<file path="src/hdl/doorbell_pkg.sv">
// Constants and types shared by the host doorbell and watchdog logic
package doorbell_pkg;

  // Shared-memory offsets of the doorbell registers
  localparam logic [15:0] OFS_TRIGGER  = 16'h0002;  // Host cause trigger, write one to set
  localparam logic [15:0] OFS_CONFIRM  = 16'h0003;  // Host cause confirm, read only
  localparam logic [15:0] OFS_MASK     = 16'h0004;  // Board cause interrupt mask
  localparam logic [15:0] OFS_CAUSE    = 16'h0005;  // Board cause indication, read only
  localparam logic [15:0] OFS_CLEAR    = 16'h0006;  // Board cause clear, write one to clear
  localparam logic [15:0] OFS_STATUS   = 16'h0007;  // Halt status, read only
  localparam logic [15:0] OFS_WDT_CTRL = 16'h0008;  // Watchdog enable and window
  localparam logic [15:0] OFS_CMD      = 16'h0009;  // Command code

  // Host-to-board cause bit positions
  localparam int HC_EVT_TX   = 0;  // Event transmission notice
  localparam int HC_EVT_ACK  = 1;  // Acknowledge of a board event
  localparam int HC_CMD      = 2;  // Command notice
  localparam int HC_IO_REQ   = 3;  // Request I/O area access right
  localparam int HC_IO_REL   = 4;  // Release I/O area access right
  localparam int HC_WDT_REF  = 5;  // Watchdog refresh

  // Board-to-host cause bit positions
  localparam int BC_EVT_TX   = 0;  // Event transmission notice
  localparam int BC_EVT_ACK  = 1;  // Acknowledge of a host event
  localparam int BC_CMD_ACK  = 2;  // Command acknowledge
  localparam int BC_RST_REQ  = 3;  // Board reset request
  localparam int BC_INIT     = 4;  // Initialization complete
  localparam int BC_IO_GRANT = 5;  // I/O access right granted
  localparam int BC_WDT_TO   = 6;  // Watchdog timeout

  // Field positions
  localparam int WDT_EN_BIT    = 0;  // Watchdog enable in control register
  localparam int WDT_WIN_LSB   = 1;  // Window field low bit
  localparam int WDT_WIN_W     = 7;  // Window field width in bits; the window counts ticks
  localparam int STAT_FAULT    = 0;  // Hardware fault halt
  localparam int STAT_WDT      = 1;  // Watchdog halt

  // Reset values
  localparam logic [7:0] REG_RST = 8'h00;

  // Command codes
  localparam logic [7:0] CODE_START       = 8'h01;
  localparam logic [7:0] CODE_START_EX    = 8'h02;
  localparam logic [7:0] CODE_IO_START    = 8'h03;
  localparam logic [7:0] CODE_IO_STOP     = 8'h04;
  localparam logic [7:0] CODE_STOP        = 8'h05;
  localparam logic [7:0] CODE_STAT_READ   = 8'h06;
  localparam logic [7:0] CODE_STAT_CLEAR  = 8'h07;

  // Timing
  localparam int CLK_PERIOD_NS = 50;       // System clock period
  localparam int WDT_TICK_NS   = 1000000;  // Watchdog tick, 1 ms

  // Decoded command
  typedef enum logic [2:0] {
    OP_NONE, OP_START, OP_START_EX, OP_IO_START, OP_IO_STOP, OP_STOP, OP_STAT_READ, OP_STAT_CLEAR
  } cmd_op_type;

  // Communication cycle state
  typedef enum logic [1:0] {CYC_OFF, CYC_IDLE, CYC_RUN, CYC_HALT} cyc_state_type;

endpackage

</file>
<file path="src/hdl/host_watchdog_timer.sv">
// Host watchdog: counts ticks since the last refresh and flags expiry
`timescale 1ns/10ps
module host_watchdog_timer #(
  parameter int TICK_CYCLES = 20000,
  parameter int WIN_W       = 7
) (
  // Clock and control
  input  wire logic             i_sys_clk,
  input  wire logic             i_rst_n,
  input  wire logic             i_ce,
  // Configuration and refresh
  input  wire logic             i_enable,
  input  wire logic [WIN_W-1:0] i_window,
  input  wire logic             i_refresh,
  // Expiry level, held until disabled
  output logic                  o_expire
);

  localparam int TW = $clog2(TICK_CYCLES + 1);

  // All timer state
  typedef struct packed {
    logic [TW-1:0]    tick;    // Prescaler
    logic [WIN_W-1:0] ticks;   // Ticks since refresh
    logic             expire;  // Window missed
  } wdt_state_type;

  wdt_state_type st_q;  // Registered state
  wdt_state_type st_d;  // Next state

  // Prescale, count ticks and compare with the window
  always_comb begin
    st_d = st_q;
    if (i_ce) begin
      if (!i_enable || i_refresh) begin
        // Disabled or refreshed: restart the window
        st_d.tick   = '0;
        st_d.ticks  = '0;
        st_d.expire = !i_enable ? 1'b0 : st_q.expire;
      end else if (!st_q.expire) begin
        if (st_q.tick == TW'(TICK_CYCLES - 1)) begin
          st_d.tick  = '0;
          st_d.ticks = st_q.ticks + 1'b1;
          // Expire once the window in ticks has elapsed
          if (st_q.ticks + 1'b1 >= i_window) begin
            st_d.expire = 1'b1;
          end
        end else begin
          st_d.tick = st_q.tick + 1'b1;
        end
      end
    end
  end

  // State register
  always_ff @(posedge i_sys_clk) begin
    if (!i_rst_n) begin
      st_q <= '0;
    end else begin
      st_q <= st_d;
    end
  end

  assign o_expire = st_q.expire;

endmodule // host_watchdog_timer

</file>
<file path="src/hdl/host_board_doorbell_watchdog.sv">
// Host doorbell, board causes, command decode and host watchdog of the board
`timescale 1ns/10ps
module host_board_doorbell_watchdog #(
  parameter int TICK_CYCLES = doorbell_pkg::WDT_TICK_NS / doorbell_pkg::CLK_PERIOD_NS
) (
  // Clock, reset, enable
  input  wire logic        i_sys_clk,
  input  wire logic        i_rst_n,
  input  wire logic        i_ce,
  // Shared-memory port from the host
  input  wire logic [15:0] i_host_addr,
  input  wire logic        i_host_wr,
  input  wire logic        i_host_rd,
  input  wire logic [7:0]  i_host_wdata,
  output logic      [7:0]  o_host_rdata,
  // Board firmware side
  output logic      [7:0]  o_host_cause_pending,
  input  wire logic [7:0]  i_host_done,
  input  wire logic [7:0]  i_board_cause_set,
  input  wire logic        i_hw_fault,
  // Bus interrupt and communication control
  output logic             o_bus_irq_n,
  output logic             o_comm_halt,
  output logic             o_cycle_run,
  output logic             o_io_run,
  output logic             o_status_read_req,
  output logic             o_status_clear_req
);

  // Address match, used for the register writes
  function automatic logic hit(input logic [15:0] addr, input logic [15:0] ofs);
    return addr == ofs;
  endfunction

  // Command code to operation
  function automatic doorbell_pkg::cmd_op_type decode_cmd(input logic [7:0] code);
    case (code)
      doorbell_pkg::CODE_START:      decode_cmd = doorbell_pkg::OP_START;
      doorbell_pkg::CODE_START_EX:   decode_cmd = doorbell_pkg::OP_START_EX;
      doorbell_pkg::CODE_IO_START:   decode_cmd = doorbell_pkg::OP_IO_START;
      doorbell_pkg::CODE_IO_STOP:    decode_cmd = doorbell_pkg::OP_IO_STOP;
      doorbell_pkg::CODE_STOP:       decode_cmd = doorbell_pkg::OP_STOP;
      doorbell_pkg::CODE_STAT_READ:  decode_cmd = doorbell_pkg::OP_STAT_READ;
      doorbell_pkg::CODE_STAT_CLEAR: decode_cmd = doorbell_pkg::OP_STAT_CLEAR;
      default:                       decode_cmd = doorbell_pkg::OP_NONE;
    endcase
  endfunction

  // All block state
  typedef struct packed {
    logic [7:0]                  confirm;   // Host causes in progress
    logic [7:0]                  cause;     // Board causes pending
    logic [7:0]                  mask;      // Interrupt enable per cause
    logic [7:0]                  wdt_ctrl;  // Watchdog enable and window
    logic [7:0]                  cmd_code;  // Command code
    logic [7:0]                  rdata;     // Read data
    logic                        irq_n;     // Bus interrupt, low active
    logic                        fault;     // Hardware fault halt
    logic                        wdt_halt;  // Watchdog halt
    logic                        refresh;   // Refresh pulse to timer
    logic                        run;       // Cycle running
    logic                        io_run;    // I/O exchange running
    logic                        stat_rd;   // Status read pulse
    logic                        stat_clr;  // Status clear pulse
    logic                        halt;      // Communications halted
    doorbell_pkg::cyc_state_type cyc;       // Cycle state
  } blk_state_type;

  blk_state_type st_q;     // Registered state
  blk_state_type st_d;     // Next state
  logic          wdt_exp;  // Watchdog expired

  // Watchdog counter
  host_watchdog_timer #(
    .TICK_CYCLES (TICK_CYCLES),
    .WIN_W       (doorbell_pkg::WDT_WIN_W)
  ) u_wdt (
    .i_sys_clk (i_sys_clk),
    .i_rst_n   (i_rst_n),
    .i_ce      (i_ce),
    .i_enable  (st_q.wdt_ctrl[doorbell_pkg::WDT_EN_BIT]),
    .i_window  (st_q.wdt_ctrl[doorbell_pkg::WDT_WIN_LSB +: doorbell_pkg::WDT_WIN_W]),
    .i_refresh (st_q.refresh),
    .o_expire  (wdt_exp)
  );

  // Next-state logic for doorbells, causes, commands and halts
  always_comb begin
    logic [7:0] set_c;  // Board causes raised this cycle
    logic [7:0] clr_c;  // Board causes cleared by host
    logic       wr;     // Host write this cycle
    set_c = i_board_cause_set;
    clr_c = '0;
    wr    = i_ce && i_host_wr;
    st_d  = st_q;
    if (i_ce) begin
      // Pulses last one enabled cycle, so a low enable freezes them too
      st_d.refresh  = 1'b0;
      st_d.stat_rd  = 1'b0;
      st_d.stat_clr = 1'b0;
      // Firmware completes host causes independently
      st_d.confirm = st_q.confirm & ~i_host_done;
      // Command notice: decode, complete and acknowledge
      if (st_q.confirm[doorbell_pkg::HC_CMD]) begin
        st_d.confirm[doorbell_pkg::HC_CMD] = 1'b0;
        set_c[doorbell_pkg::BC_CMD_ACK] = 1'b1;
        case (decode_cmd(st_q.cmd_code))
          doorbell_pkg::OP_START: begin
            // Start refused while halted
            if (st_q.cyc != doorbell_pkg::CYC_HALT) st_d.cyc = doorbell_pkg::CYC_RUN;
          end
          doorbell_pkg::OP_START_EX: begin
            // Detailed start leaves I/O for manual startup
            if (st_q.cyc != doorbell_pkg::CYC_HALT) st_d.cyc = doorbell_pkg::CYC_IDLE;
          end
          doorbell_pkg::OP_IO_START: begin
            if (st_q.cyc == doorbell_pkg::CYC_IDLE) st_d.cyc = doorbell_pkg::CYC_RUN;
          end
          doorbell_pkg::OP_IO_STOP: begin
            if (st_q.cyc == doorbell_pkg::CYC_RUN) st_d.cyc = doorbell_pkg::CYC_IDLE;
          end
          doorbell_pkg::OP_STOP: begin
            if (st_q.cyc != doorbell_pkg::CYC_HALT) st_d.cyc = doorbell_pkg::CYC_OFF;
          end
          doorbell_pkg::OP_STAT_READ:  st_d.stat_rd  = 1'b1;
          doorbell_pkg::OP_STAT_CLEAR: st_d.stat_clr = 1'b1;
          default: ;  // Unknown code is acknowledged only
        endcase
      end
      // Watchdog refresh completes on the spot
      if (st_q.confirm[doorbell_pkg::HC_WDT_REF]) begin
        st_d.confirm[doorbell_pkg::HC_WDT_REF] = 1'b0;
        st_d.refresh = 1'b1;
      end
      // Register writes; a trigger wins over a completion
      if (wr && hit(i_host_addr, doorbell_pkg::OFS_TRIGGER)) begin
        st_d.confirm = st_d.confirm | i_host_wdata;
      end
      if (wr && hit(i_host_addr, doorbell_pkg::OFS_MASK)) st_d.mask = i_host_wdata;
      if (wr && hit(i_host_addr, doorbell_pkg::OFS_WDT_CTRL)) st_d.wdt_ctrl = i_host_wdata;
      if (wr && hit(i_host_addr, doorbell_pkg::OFS_CMD)) st_d.cmd_code = i_host_wdata;
      if (wr && hit(i_host_addr, doorbell_pkg::OFS_CLEAR)) clr_c = i_host_wdata;
      // Halts latch until reset
      if (i_hw_fault) st_d.fault = 1'b1;
      if (wdt_exp && !st_q.wdt_halt) begin
        st_d.wdt_halt = 1'b1;
        set_c[doorbell_pkg::BC_WDT_TO] = 1'b1;
      end
      if (st_d.fault || st_d.wdt_halt) st_d.cyc = doorbell_pkg::CYC_HALT;
      // Board causes: a new event wins over a clear
      st_d.cause  = (st_q.cause & ~clr_c) | set_c;
      st_d.irq_n  = ~|(st_d.cause & st_d.mask);
      st_d.run    = (st_d.cyc == doorbell_pkg::CYC_IDLE) || (st_d.cyc == doorbell_pkg::CYC_RUN);
      st_d.io_run = st_d.cyc == doorbell_pkg::CYC_RUN;
      st_d.halt   = st_d.cyc == doorbell_pkg::CYC_HALT;
      // Read data; unmapped offsets read zero
      if (i_host_rd) begin
        case (i_host_addr)
          doorbell_pkg::OFS_TRIGGER,
          doorbell_pkg::OFS_CONFIRM:  st_d.rdata = st_q.confirm;
          doorbell_pkg::OFS_MASK:     st_d.rdata = st_q.mask;
          doorbell_pkg::OFS_CAUSE:    st_d.rdata = st_q.cause;
          doorbell_pkg::OFS_STATUS:   st_d.rdata = {6'h00, st_q.wdt_halt, st_q.fault};
          doorbell_pkg::OFS_WDT_CTRL: st_d.rdata = st_q.wdt_ctrl;
          doorbell_pkg::OFS_CMD:      st_d.rdata = st_q.cmd_code;
          default:                    st_d.rdata = doorbell_pkg::REG_RST;
        endcase
      end
    end
  end

  // State register
  always_ff @(posedge i_sys_clk) begin
    if (!i_rst_n) begin
      st_q       <= '0;
      st_q.irq_n <= 1'b1;
      st_q.cyc   <= doorbell_pkg::CYC_OFF;
    end else begin
      st_q <= st_d;
    end
  end

  // Outputs straight from flops
  assign o_host_rdata         = st_q.rdata;
  assign o_host_cause_pending = st_q.confirm;
  assign o_bus_irq_n          = st_q.irq_n;
  assign o_comm_halt          = st_q.halt;
  assign o_cycle_run          = st_q.run;
  assign o_io_run             = st_q.io_run;
  assign o_status_read_req    = st_q.stat_rd;
  assign o_status_clear_req   = st_q.stat_clr;
endmodule // host_board_doorbell_watchdog

</file>
<file path="config.mk">
export PLATFORM = sky130hd
export DESIGN_NAME = host_board_doorbell_watchdog
export DESIGN_NICKNAME = d
export VERILOG_FILES = /design/src/hdl/doorbell_pkg.sv /design/src/hdl/host_watchdog_timer.sv /design/src/hdl/host_board_doorbell_watchdog.sv
export SDC_FILE = /design/constraint.sdc
export NUM_CORES = 1
export LEC_CHECK = 0
export BUFFER_PORTS_ARGS = -buffer_cell sky130_fd_sc_hd__buf_2
export CAP_MARGIN = 20
export CORE_ASPECT_RATIO = 1.75
export CORE_UTILIZATION = 50
export CTS_CLUSTER_SIZE = 28
export DETAILED_ROUTE_END_ITERATION = 8
export PLACE_DENSITY = 0.8
export SKIP_LAST_GASP = 1
export SLEW_MARGIN = 20
export SYNTH_ARGS = -nofsm -noshare
export SYNTH_HDL_FRONTEND = slang
export SYNTH_HIERARCHICAL = 1
export SYNTH_SLANG_ARGS = --single-unit
</file>
<file path="constraint.sdc">
create_clock -name i_sys_clk -period 2.6 [get_ports i_sys_clk]
set_input_delay 0 -clock i_sys_clk [delete_from_list [all_inputs] [get_ports i_sys_clk]]
set_output_delay 0 -clock i_sys_clk [all_outputs]
set_load 0.05 [all_outputs]
</file>
==> results of run 1 <==
==> routing by layer <==
layer  wire length (um)  share of wire [%]
met1               4150                 37
met2               6230                 55
met3                432                3.8
met4                533                4.7
met5                  0                  0
==> critical path: stages, from the launching register on <==
cell and delay, ns:
sky130_fd_sc_hd__dfxtp_1 0.34, sky130_fd_sc_hd__or4b_1 0.53, sky130_fd_sc_hd__or4_1 0.72, sky130_fd_sc_hd__a21o_4 0.33, sky130_fd_sc_hd__o21ai_0 0.17, sky130_fd_sc_hd__a21boi_1 0.09
==> metrics by stage <==
stage / area, sq um / setup WS (ns) / hold WS (ns) / power (uW)
after floorplan: 4510 / 0.544 / 0.129 / 1430
after global placement: 4810 / 0.395 / 0.276 / 1510
after detailed placement: 4810 / 0.313 / 0.280 / 1520
after CTS: 5230 / 0.296 / 0.00114 / 2900
after global routing: 5230 / 0.148 / 0.0125 / 2990
final: 5230 / 0.294 / 0.000896 / 2890
==> final cells by class <==
type                            count  share of cell area (%)
Inverter                           14                    1.01
Sequential cell                    82                    31.4
Clock inverter                      7                    1.92
Clock buffer                        9                    4.31
Timing Repair Buffer               83                    9.24
Tap cell                          117                    2.80
Multi-Input combinational cell    376                    49.3
==> cells by family after synthesis <==
logic type | after synthesis
xor+xnor | 17
buf+inv | 53
mux | 31
simple gates | 215
fa+ha+maj | 10
flops | 82
compound gates | 103
==> cell usage in the layout (no fill, tap or decap), types with 10 or more instances in the layout <==
cell type                  count
sky130_fd_sc_hd__a21boi_0     14
sky130_fd_sc_hd__a21oi_1      11
sky130_fd_sc_hd__a22oi_1      14
sky130_fd_sc_hd__buf_2        65
sky130_fd_sc_hd__dfxtp_1      82
sky130_fd_sc_hd__ha_1         10
sky130_fd_sc_hd__inv_1        14
sky130_fd_sc_hd__mux2i_1      30
sky130_fd_sc_hd__nand2_1      53
sky130_fd_sc_hd__nand3_1      18
sky130_fd_sc_hd__nand4_1      15
sky130_fd_sc_hd__nor2_1       27
sky130_fd_sc_hd__nor2b_1      39
sky130_fd_sc_hd__nor3_1       11
sky130_fd_sc_hd__o21ai_0      32
sky130_fd_sc_hd__xnor2_1      10
==> final timing paths <==
path | from | to | slack (ns) | cells after the start
hold reg to reg | o_host_rdata[3] | o_host_rdata[3] | 0.47 | 2
setup reg to reg | u_wdt/st_q[15] | u_wdt/st_q[4] | 0.29 | 5
hold / removal | i_host_done[3] | o_host_cause_pending[3] | 0.0009 | 4
setup / recovery | u_wdt/st_q[15] | u_wdt/st_q[4] | 0.29 | 5
==> power groups by stage <==
stage | registers (uW) | clock network (uW) | logic (uW)
2_1_floorplan | 1320 | 0 | 111
3_3_place_gp | 1310 | 0 | 201
5_1_grt | 1290 | 1460 | 236
3_5_place_dp | 1310 | 0 | 204
4_1_cts | 1290 | 1400 | 216
6_report | 1290 | 1390 | 216
==> flip-flops by register name, indices dropped and copies added (netlist names) <==
register              flops
st_q                     37
u_wdt/st_q               22
o_host_cause_pending      8
o_host_rdata              8
o_bus_irq_n               1
o_comm_halt               1
o_cycle_run               1
o_io_run                  1
o_status_clear_req        1
o_status_read_req         1
u_wdt/o_expire            1
==> flow_metrics.tcl, run 1 <==
set metrics [dict create \
    skew_ns 0.00812 \
    place_hpwl_um 8140 \
    die_span_in_x_um 73.8 \
    numCtsBuffers 9 \
    period_share_pct 88.7 \
    intPower_uw 2210 \
    row_count 45 \
    outcome "finished clean" \
    global_route_wire_length_before_repair_um 18700 \
    place.gp.congestion 0.923 \
    power_switching_share_pct 23.6 \
    multiInputGateArea_sq_um 2580 \
    clk_root_buffer_cell "sky130_fd_sc_hd__clkbuf_16" \
    yosys-top-cells-count "82 x sky130_fd_sc_hd__dfxtp_1, 53 x sky130_fd_sc_hd__nand2_1, 39 x sky130_fd_sc_hd__nor2b_1, 32 x sky130_fd_sc_hd__o21ai_0, 30 x sky130_fd_sc_hd__mux2i_1" \
    drive_above_1_share_pct 19.3 \
    post_synth_fa_ha_maj_area_fraction_pct 2.78 \
    die_y_um 128 \
    synthMostInstantiatedCell "sky130_fd_sc_hd__dfxtp_1" \
    grt.total_usage_pct 26.0 \
    critical_path_peak_fanout 8 \
    clock_buffer_depth 2 \
    synth_async_sr_flop_share_pct 0 \
    finalCriticalPeriod_ns 2.31 \
    yosysTopAreaCellShare_pct 36.4 \
    power_dissipated_by_switching_net_loads_uw 682 \
    power.density_cell_area_nw_per_um2 553 \
    synth.mux.area_fraction_pct 6.91 \
    worstSetupPathType "flop to flop" \
    nets 622 \
    detailed_route_vias_per_instance 5.83 \
    seq_area_sq_um 1640 \
    rsz_0062_raised_after_global_routing "no" \
    clk-insertion-delay-late_ns 0.34 \
    final-max-slew-violation-count 0 \
    arrival_ns 2.53 \
    tritoncts "yes" \
    n_fill_cell 729 \
    vdd_drop_max_uv 411 \
    post-cts-setup-buffer-count 0 \
    timing.critical_path.to_type "flop" \
    area_enclosed_by_the_die_boundary_sq_um 9410 \
    area_delta_synth_final_pct 15.9 \
    power_leakage_uw 0.00195 \
    synth-simple-area-share_pct 28.4 \
    worstPathRequired_ns 2.82 \
    antenna_found_initial 0 \
    relSlewSlack_pct 49.7 \
    share_of_the_synthesized_area_in_compound_gates_ao_oa_aoi_oai_pct 15.7 \
    port-buffer-count 65 \
    max_capacitance_violation_count 0 \
    largest_net_degree_at_the_start_of_global_routing 68 \
    synth_top_area_cell "sky130_fd_sc_hd__dfxtp_1" \
    synth_top_cells_by_area "sky130_fd_sc_hd__dfxtp_1 36%, sky130_fd_sc_hd__mux2i_1 6.7%, sky130_fd_sc_hd__nor2b_1 5.4%" \
    placed_cells_incl_taps 663 \
    totalWireLength_um 11300 \
    tns_ns 0 \
    comb_power_share_pct 7.5 \
    finalCoreUtilization_pct 59.9 \
    report.final.hold_viol_count 0 \
    synth.yosys.seq_area_share_pct 36.4 \
    floorplan.initialDensity_pct 51.6 \
    timing_worst_slew_pin_value_ns 0.747 \
    remaining_number_of_nets_flagged_by_the_antenna_check_after_routing 0 \
    detailedRoute.firstIterationViolations 181 \
    finished_layout_cells 688 \
    area_share_of_xor_xnor_cells_in_the_synthesized_design_pct 3.30 \
    hold_fix_buffer_count_after_cts 9 \
    power_frac_seq_pct 44.5 \
    ys_ff_latch 82 \
    ctsResizeCount 0 \
    global_route.overflow_total 0 \
    grt_use_met2_pct 47.0 \
    use_met3_pct 4.65 \
    htree_levels 3 \
    combinational_family_with_the_most_area_after_synthesis "simple AND/OR/NAND/NOR gates" \
    grt_use_met1_pct 26.3 \
    netlist_instances 511 \
    routedWlPerCell_um 16.5 \
    synth_enable_flop_cells 0 \
    startpoint_type "flop" \
    upper_clock_frequency_limit_mhz 434 \
    syn-num-nets 567 \
    post-route-drc-count 0 \
    dr.pass1.iters 5 \
    grt_pass1_vias 3977 \
    hold_path_class "primary input to flop" \
    floorplan.io_pins 68 \
    clock_network_fraction_of_design_power_pct 48.1 \
    synth_cell_types 67 \
    routed-via-count 4012 \
    avgSynthCellArea_sq_um 8.82 \
    synth_warnings 6 \
    setup_violations 0 \
    clk_pin_slew_worst_paths_ns 0.06 \
    cts_sinks 82 \
    cell_area_after_synthesis_sq_um 4510 \
    antenna_cells_inserted 0 \
    ys.flop_type "sky130_fd_sc_hd__dfxtp_1" \
    busiest_layer "met2" \
    core_region_area_sq_um 8730 \
]
No activity file was read; power rests on OpenSTA's default activity.
==> run 2, diff against run 1 <==
- RECOVER_POWER: default -> 25
==> run 2 against run 1 <==
Die area unchanged; non-clock buffer count did not move; final cell count did not move; final area fell by 0.67%; routed wire length grew 0.12%; clock skew rose by 0.0014 ns; fmax about the same; flip-flop and latch count unchanged; critical endpoint unchanged.
==> flow_metrics.tcl, run 2 (synthesis gave the netlist of run 1 again) <==
set metrics [dict create \
    timing.critical_path.to_type "flop" \
    clk_root_buffer_cell "sky130_fd_sc_hd__clkbuf_16" \
    numCtsBuffers 9 \
    layout_common_cells "82 x sky130_fd_sc_hd__dfxtp_1, 53 x sky130_fd_sc_hd__nand2_1, 44 x sky130_fd_sc_hd__buf_2, 39 x sky130_fd_sc_hd__nor2b_1, 32 x sky130_fd_sc_hd__o21ai_0" \
    report.final.hold_viol_count 0 \
    r2r_end "u_wdt/st_q[4]" \
    die_y_um 128 \
    clk-insertion-delay-late_ns 0.34 \
    hold_path_class "primary input to flop" \
    holdPathStages 4 \
    relSlewSlack_pct 48.3 \
    routed-via-count 4006 \
    post-cts-setup-buffer-count 0 \
    place_hpwl_um 8140 \
    cts_sinks 82 \
    hold_fix_buffer_count_after_cts 9 \
    largest_reg_flops 37 \
    global_route.overflow_total 0 \
    port-buffer-count 65 \
    clock_network_fraction_of_design_power_pct 48.1 \
    worst_hold_slack_after_final_layout_ns 0.00152 \
    row_count 45 \
    power_frac_seq_pct 44.5 \
    worstPathRequired_ns 2.82 \
    arrival_ns 2.53 \
    totalWireLength_um 11400 \
    grt_pass1_vias 3977 \
    critical_path_peak_fanout 8 \
    period_share_pct 88.8 \
    outcome "finished clean" \
    htree_levels 3 \
    max_flop_register "st_q" \
    min_to "o_host_cause_pending[3]" \
    antenna_cells_inserted 0 \
    timing_worst_slew_pin_value_ns 0.769 \
    area_enclosed_by_the_die_boundary_sq_um 9410 \
    drive_above_1_share_pct 15.2 \
    clk_pin_slew_worst_paths_ns 0.06 \
    detailedRoute.firstIterationViolations 175 \
    rr_startpoint "u_wdt/st_q[15]" \
    ff2ff_path_depth 5 \
    post-route-drc-count 0 \
    detailed_route_vias_per_instance 5.82 \
    power_dissipated_by_switching_net_loads_uw 682 \
    power.density_cell_area_nw_per_um2 557 \
    layout_top_registers "st_q (37), u_wdt/st_q (22)" \
    nets 622 \
    largest_net_degree_at_the_start_of_global_routing 68 \
    max_capacitance_violation_count 0 \
    design_power_total_uw 2890 \
    cp-startpoint "u_wdt/st_q[15]" \
    final-max-slew-violation-count 0 \
    finalCriticalPeriod_ns 2.31 \
    tritoncts "yes" \
    grt.total_usage_pct 26.0 \
    postLayoutSetupSlackWorst_ns 0.292 \
    floorplan.io_pins 68 \
    startpoint_type "flop" \
    global_route_wire_length_before_repair_um 18700 \
    place_worst_setup_slack_ns 0.313 \
    floorplan.initialDensity_pct 51.6 \
    power_switching_share_pct 23.6 \
    vdd_drop_max_uv 409 \
    tns_ns 0 \
    timing.reg2reg.setup_slack_ns 0.29 \
    core_region_area_sq_um 8730 \
    hold_start "i_host_done[3]" \
    upper_clock_frequency_limit_mhz 433 \
    rsz_0062_raised_after_global_routing "no" \
    antenna_found_initial 0 \
    clock_buffer_depth 2 \
    place.gp.congestion 0.923 \
    skew_ns 0.00952 \
    ctsResizeCount 0 \
    routedWlPerCell_um 16.5 \
    die_span_in_x_um 73.8 \
    power_leakage_uw 0.00186 \
    intPower_uw 2210 \
    dr.pass1.iters 5 \
    mostFrequentLayoutCell "sky130_fd_sc_hd__dfxtp_1" \
    worstSetupPathType "flop to flop" \
    comb_power_share_pct 7.4 \
    setup_violations 0 \
    remaining_number_of_nets_flagged_by_the_antenna_check_after_routing 0 \
    area_delta_synth_final_pct 15.2 \
]
==> run 2: cell types whose count changed in the layout (fill, tap and decap cells not counted), sizes merged <==
cell / previous run / this run
clkbuf: 9 / 30
buf: 74 / 53
==> run 2: power groups by stage <==
| stage | combinational, uW | sequential, uW | clock [uW] |
|---|---|---|---|
| floorplan | 111 | 1320 | 0 |
| global placement | 201 | 1310 | 0 |
| detailed placement | 204 | 1310 | 0 |
| CTS | 216 | 1290 | 1400 |
| global route | 234 | 1290 | 1460 |
| finish | 214 | 1290 | 1390 |
==> run 2: routing by layer <==
layer / global-route usage, % / share of wire (%) / vias up / wire length (um)
met5: 0 / 0 / - / 0
met4: 16.5 / 4.7 / 0 / 533
met3: 4.65 / 4.1 / 37 / 469
met2: 47.0 / 55 / 124 / 6210
met1: 26.3 / 37 / 1919 / 4150
li1: - / - / 1926 / -
==> run 2: critical path: stages, from the launching register on <==
cell                       delay, ns
sky130_fd_sc_hd__dfxtp_1        0.34
sky130_fd_sc_hd__or4b_1         0.53
sky130_fd_sc_hd__or4_1          0.72
sky130_fd_sc_hd__a21o_4         0.33
sky130_fd_sc_hd__o21ai_0        0.17
sky130_fd_sc_hd__a21boi_1       0.09
==> run 2: area by class of cell <==
cell class | count | area (sq um)
Timing Repair Buffer | 83 | 457
Multi-Input combinational cell | 376 | 2570
Clock inverter | 7 | 100
Tap cell | 117 | 146
Clock buffer | 9 | 225
Inverter | 14 | 52.6
Sequential cell | 82 | 1640
Fill cell | 745 | 3540
==> run 2: metrics by stage <==
step	cell area (sq um)	utilization, %	instances
6_report	5190	59.5	688
5_1_grt	5190	59.5	688
4_1_cts	5230	59.9	688
3_5_place_dp	4810	55.1	663
3_3_place_gp	4810	55.1	663
2_1_floorplan	4510	-	511
==> run 2: how the worst max path moves through the flow <==
stage                     to  cells after the start  slack [ns]
3_3_place_gp   u_wdt/st_q[6]                      5        0.39
5_1_grt        u_wdt/st_q[4]                      6        0.15
4_1_cts        u_wdt/st_q[4]                      5        0.30
6_report       u_wdt/st_q[4]                      5        0.29
2_1_floorplan  u_wdt/st_q[6]                      6        0.54
3_5_place_dp     o_bus_irq_n                      7        0.31
==> run 3, diff against run 2 <==
- ABC_AREA: default -> 1
- REMOVE_ABC_BUFFERS: default -> 1
==> run 3 against run 2 <==
Die area is 4.2% higher; routed wire length is 14% higher; largest power group unchanged; critical endpoint is now u_wdt/o_expire; largest cell class unchanged; final cell count is 34% higher; critical path type unchanged; clock-buffer cell count is 1 higher.
==> flow_metrics.tcl, run 3 <==
set metrics [dict create \
    design_power_total_uw 2870 \
    cell_area_after_synthesis_sq_um 4700 \
    skew_ns 0.00561 \
    intPower_uw 2220 \
    synthMostInstantiatedCell "sky130_fd_sc_hd__nand2_1" \
    synth_top_cells_by_area "sky130_fd_sc_hd__dfxtp_1 35%, sky130_fd_sc_hd__nand2_1 16%, sky130_fd_sc_hd__inv_1 6.9%" \
    critical_path.slowest_cell "sky130_fd_sc_hd__dfxtp_1" \
    max_capacitance_violation_count 0 \
    n_fill_cell 871 \
    startpoint_type "flop" \
    yosysTopAreaCellShare_pct 34.9 \
    grt.total_usage_pct 28.7 \
    finalCriticalPeriod_ns 1.99 \
    timing.reg2reg.setup_slack_ns 0.61 \
    power_dissipated_by_switching_net_loads_uw 653 \
    row_count 46 \
    grt_use_met2_pct 52.9 \
    final-max-slew-violation-count 0 \
    ys.flop_type "sky130_fd_sc_hd__dfxtp_1" \
    layout_top_registers "st_q (37), u_wdt/st_q (22)" \
    critical_path_peak_fanout 6 \
    global_route_wire_length_before_repair_um 21400 \
    yosys-top-cells-count "205 x sky130_fd_sc_hd__nand2_1, 86 x sky130_fd_sc_hd__inv_1, 83 x sky130_fd_sc_hd__nor2_1, 82 x sky130_fd_sc_hd__dfxtp_1, 59 x sky130_fd_sc_hd__a21oi_1" \
    clk-insertion-delay-late_ns 0.33 \
    rsz_0062_raised_after_global_routing "no" \
    global_route.overflow_total 0 \
    detailed_route_vias_per_instance 5.43 \
    synth_top_area_cell "sky130_fd_sc_hd__dfxtp_1" \
    synth_enable_flop_cells 0 \
    routedWlPerCell_um 14.0 \
    floorplan.io_pins 68 \
    mostFrequentLayoutCell "sky130_fd_sc_hd__nand2_1" \
    timing.critical_path.to_type "flop" \
    upper_clock_frequency_limit_mhz 503 \
    drive_above_1_share_pct 11.3 \
    antenna_found_initial 0 \
    comb_power_share_pct 8.0 \
    hold_path_class "primary input to flop" \
    post-route-drc-count 0 \
    worstSetupPathType "flop to flop" \
    power_leakage_uw 0.00245 \
    core_region_area_sq_um 9090 \
    worstPathRequired_ns 2.83 \
    multiInputGateArea_sq_um 2460 \
    relSlewSlack_pct 54.1 \
    remaining_number_of_nets_flagged_by_the_antenna_check_after_routing 0 \
    htree_levels 3 \
    nets 854 \
    clock_network_fraction_of_design_power_pct 47.1 \
    setup_violations 0 \
    arrival_ns 2.22 \
    floorplan.initialDensity_pct 51.7 \
    routed-via-count 5009 \
    vdd_drop_max_uv 436 \
    synth_warnings 6 \
    busiest_layer "met2" \
    largest_reg_flops 37 \
    worst_hold_slack_after_final_layout_ns 0.0162 \
    crit_path_cell_trace "ha_1 > inv_1 > o21bai_1 > nand2_1 > inv_1 > ha_1 > a21oi_1 > nor2_1 > nor2_1 > nand3_1 > nand2_1 > a21oi_1" \
    port-buffer-count 65 \
    power.density_cell_area_nw_per_um2 521 \
    worst_path_largest_cell_delay_ns 0.45 \
    holdPathStages 3 \
    largest_net_degree_at_the_start_of_global_routing 37 \
    cts_sinks 82 \
    place_hpwl_um 9240 \
    numCtsBuffers 9 \
    detailedRoute.firstIterationViolations 312 \
    place.gp.congestion 0.906 \
    die_span_in_x_um 75.3 \
    dr.pass1.iters 6 \
    finalCoreUtilization_pct 60.6 \
    synth.yosys.seq_area_share_pct 34.9 \
    die_y_um 130 \
    max_flop_register "st_q" \
    synth_cell_types 37 \
    seq_area_sq_um 1640 \
    area_enclosed_by_the_die_boundary_sq_um 9800 \
    tns_ns 0 \
    layout_common_cells "205 x sky130_fd_sc_hd__nand2_1, 86 x sky130_fd_sc_hd__inv_1, 83 x sky130_fd_sc_hd__nor2_1, 82 x sky130_fd_sc_hd__dfxtp_1, 59 x sky130_fd_sc_hd__a21oi_1" \
    clk_pin_slew_worst_paths_ns 0.06 \
    period_share_pct 76.5 \
    outcome "finished clean" \
    power_frac_seq_pct 44.9 \
    area_delta_synth_final_pct 17.4 \
    power_switching_share_pct 22.8 \
    ctsResizeCount 0 \
    antenna_cells_inserted 0 \
    totalWireLength_um 12900 \
    use_met3_pct 5.25 \
    clock_buffer_depth 2 \
    ff2ff_path_depth 12 \
    grt_pass1_vias 4861 \
    report.final.hold_viol_count 0 \
    netlist_instances 731 \
    finished_layout_cells 923 \
    placed_cells_incl_taps 882 \
    clk_root_buffer_cell "sky130_fd_sc_hd__clkbuf_16" \
    grt_use_met1_pct 28.5 \
    avgSynthCellArea_sq_um 6.43 \
    synth_async_sr_flop_share_pct 0 \
    ys_ff_latch 82 \
    tritoncts "yes" \
    timing_worst_slew_pin_value_ns 0.685 \
]
## run 3: changes by cell type after synthesis, moves of 12 or more
cell / change
sky130_fd_sc_hd__nand2_1: +152
sky130_fd_sc_hd__inv_1: +72
sky130_fd_sc_hd__nor2_1: +56
sky130_fd_sc_hd__a21oi_1: +48
sky130_fd_sc_hd__nor2b_1: -39
sky130_fd_sc_hd__nand3_1: +34
sky130_fd_sc_hd__mux2i_1: -30
sky130_fd_sc_hd__a21boi_0: -14
sky130_fd_sc_hd__a22oi_1: -12
## run 3: kinds of logic after synthesis
family | after synthesis | synth area share (%)
compound gates | 109 | 12.1
xor+xnor | 2 | 0.373
fa+ha+maj | 10 | 2.66
buf+inv | 131 | 12.7
flops | 82 | 34.9
simple gates | 397 | 37.2
## run 3: final cells by class
type                       count  share of cell area, %
inverter                      92                   6.26
clock buffer                  10                   4.33
sequential                    82                   29.8
clock inverter                 6                   1.45
tap                          120                   2.72
multi-input combinational    518                   44.6
timing repair buffer          95                   10.8
## run 3: final timing paths
kind,from,endpoint
min,i_host_wdata[7],st_q[26]
max,u_wdt/st_q[1],u_wdt/o_expire
min reg2reg,o_host_rdata[5],o_host_rdata[5]
max reg2reg,u_wdt/st_q[1],u_wdt/o_expire
## run 3: repair_timing
| item | CTS | global route |
|---|---|---|
| endpoints found under the hold margin | 24 | 0 |
| buffers inserted | 0 | 0 |
| hold buffers | 25 | 0 |
## run 3: power groups by stage
stage	Combinational [uW]	Sequential, uW	Clock (uW)
2_1_floorplan	94.0	1330	0
3_3_place_gp	197	1310	0
3_5_place_dp	203	1320	0
4_1_cts	226	1290	1370
5_1_grt	253	1290	1430
6_report	229	1290	1350
## run 3: worst max-delay path, delay by kind of cell (launching register included)
family	cells	cell delay (ns)
DFF	1	0.45
and+or+nand+nor	5	0.39
AOI/OAI and AO/OA	3	0.36
buffers and inverters	2	0.16
adders and majority gates	2	0.53
## run 3: through the flow
| stage | area (sq um) | worst slack [ns] |
|---|---|---|
| 3_3_place_gp | 4970 | 0.712 |
| 4_1_cts | 5540 | 0.636 |
| 3_5_place_dp | 4970 | 0.640 |
| 2_1_floorplan | 4450 | 0.929 |
| 5_1_grt | 5510 | 0.407 |
| 6_report | 5510 | 0.611 |
## run 3: routing by layer
| layer | vias up | wire length, um |
|---|---|---|
| met1 | 2265 | 4630 |
| met5 | - | 0 |
| met3 | 60 | 609 |
| met4 | 0 | 728 |
| li1 | 2458 | - |
| met2 | 226 | 6970 |
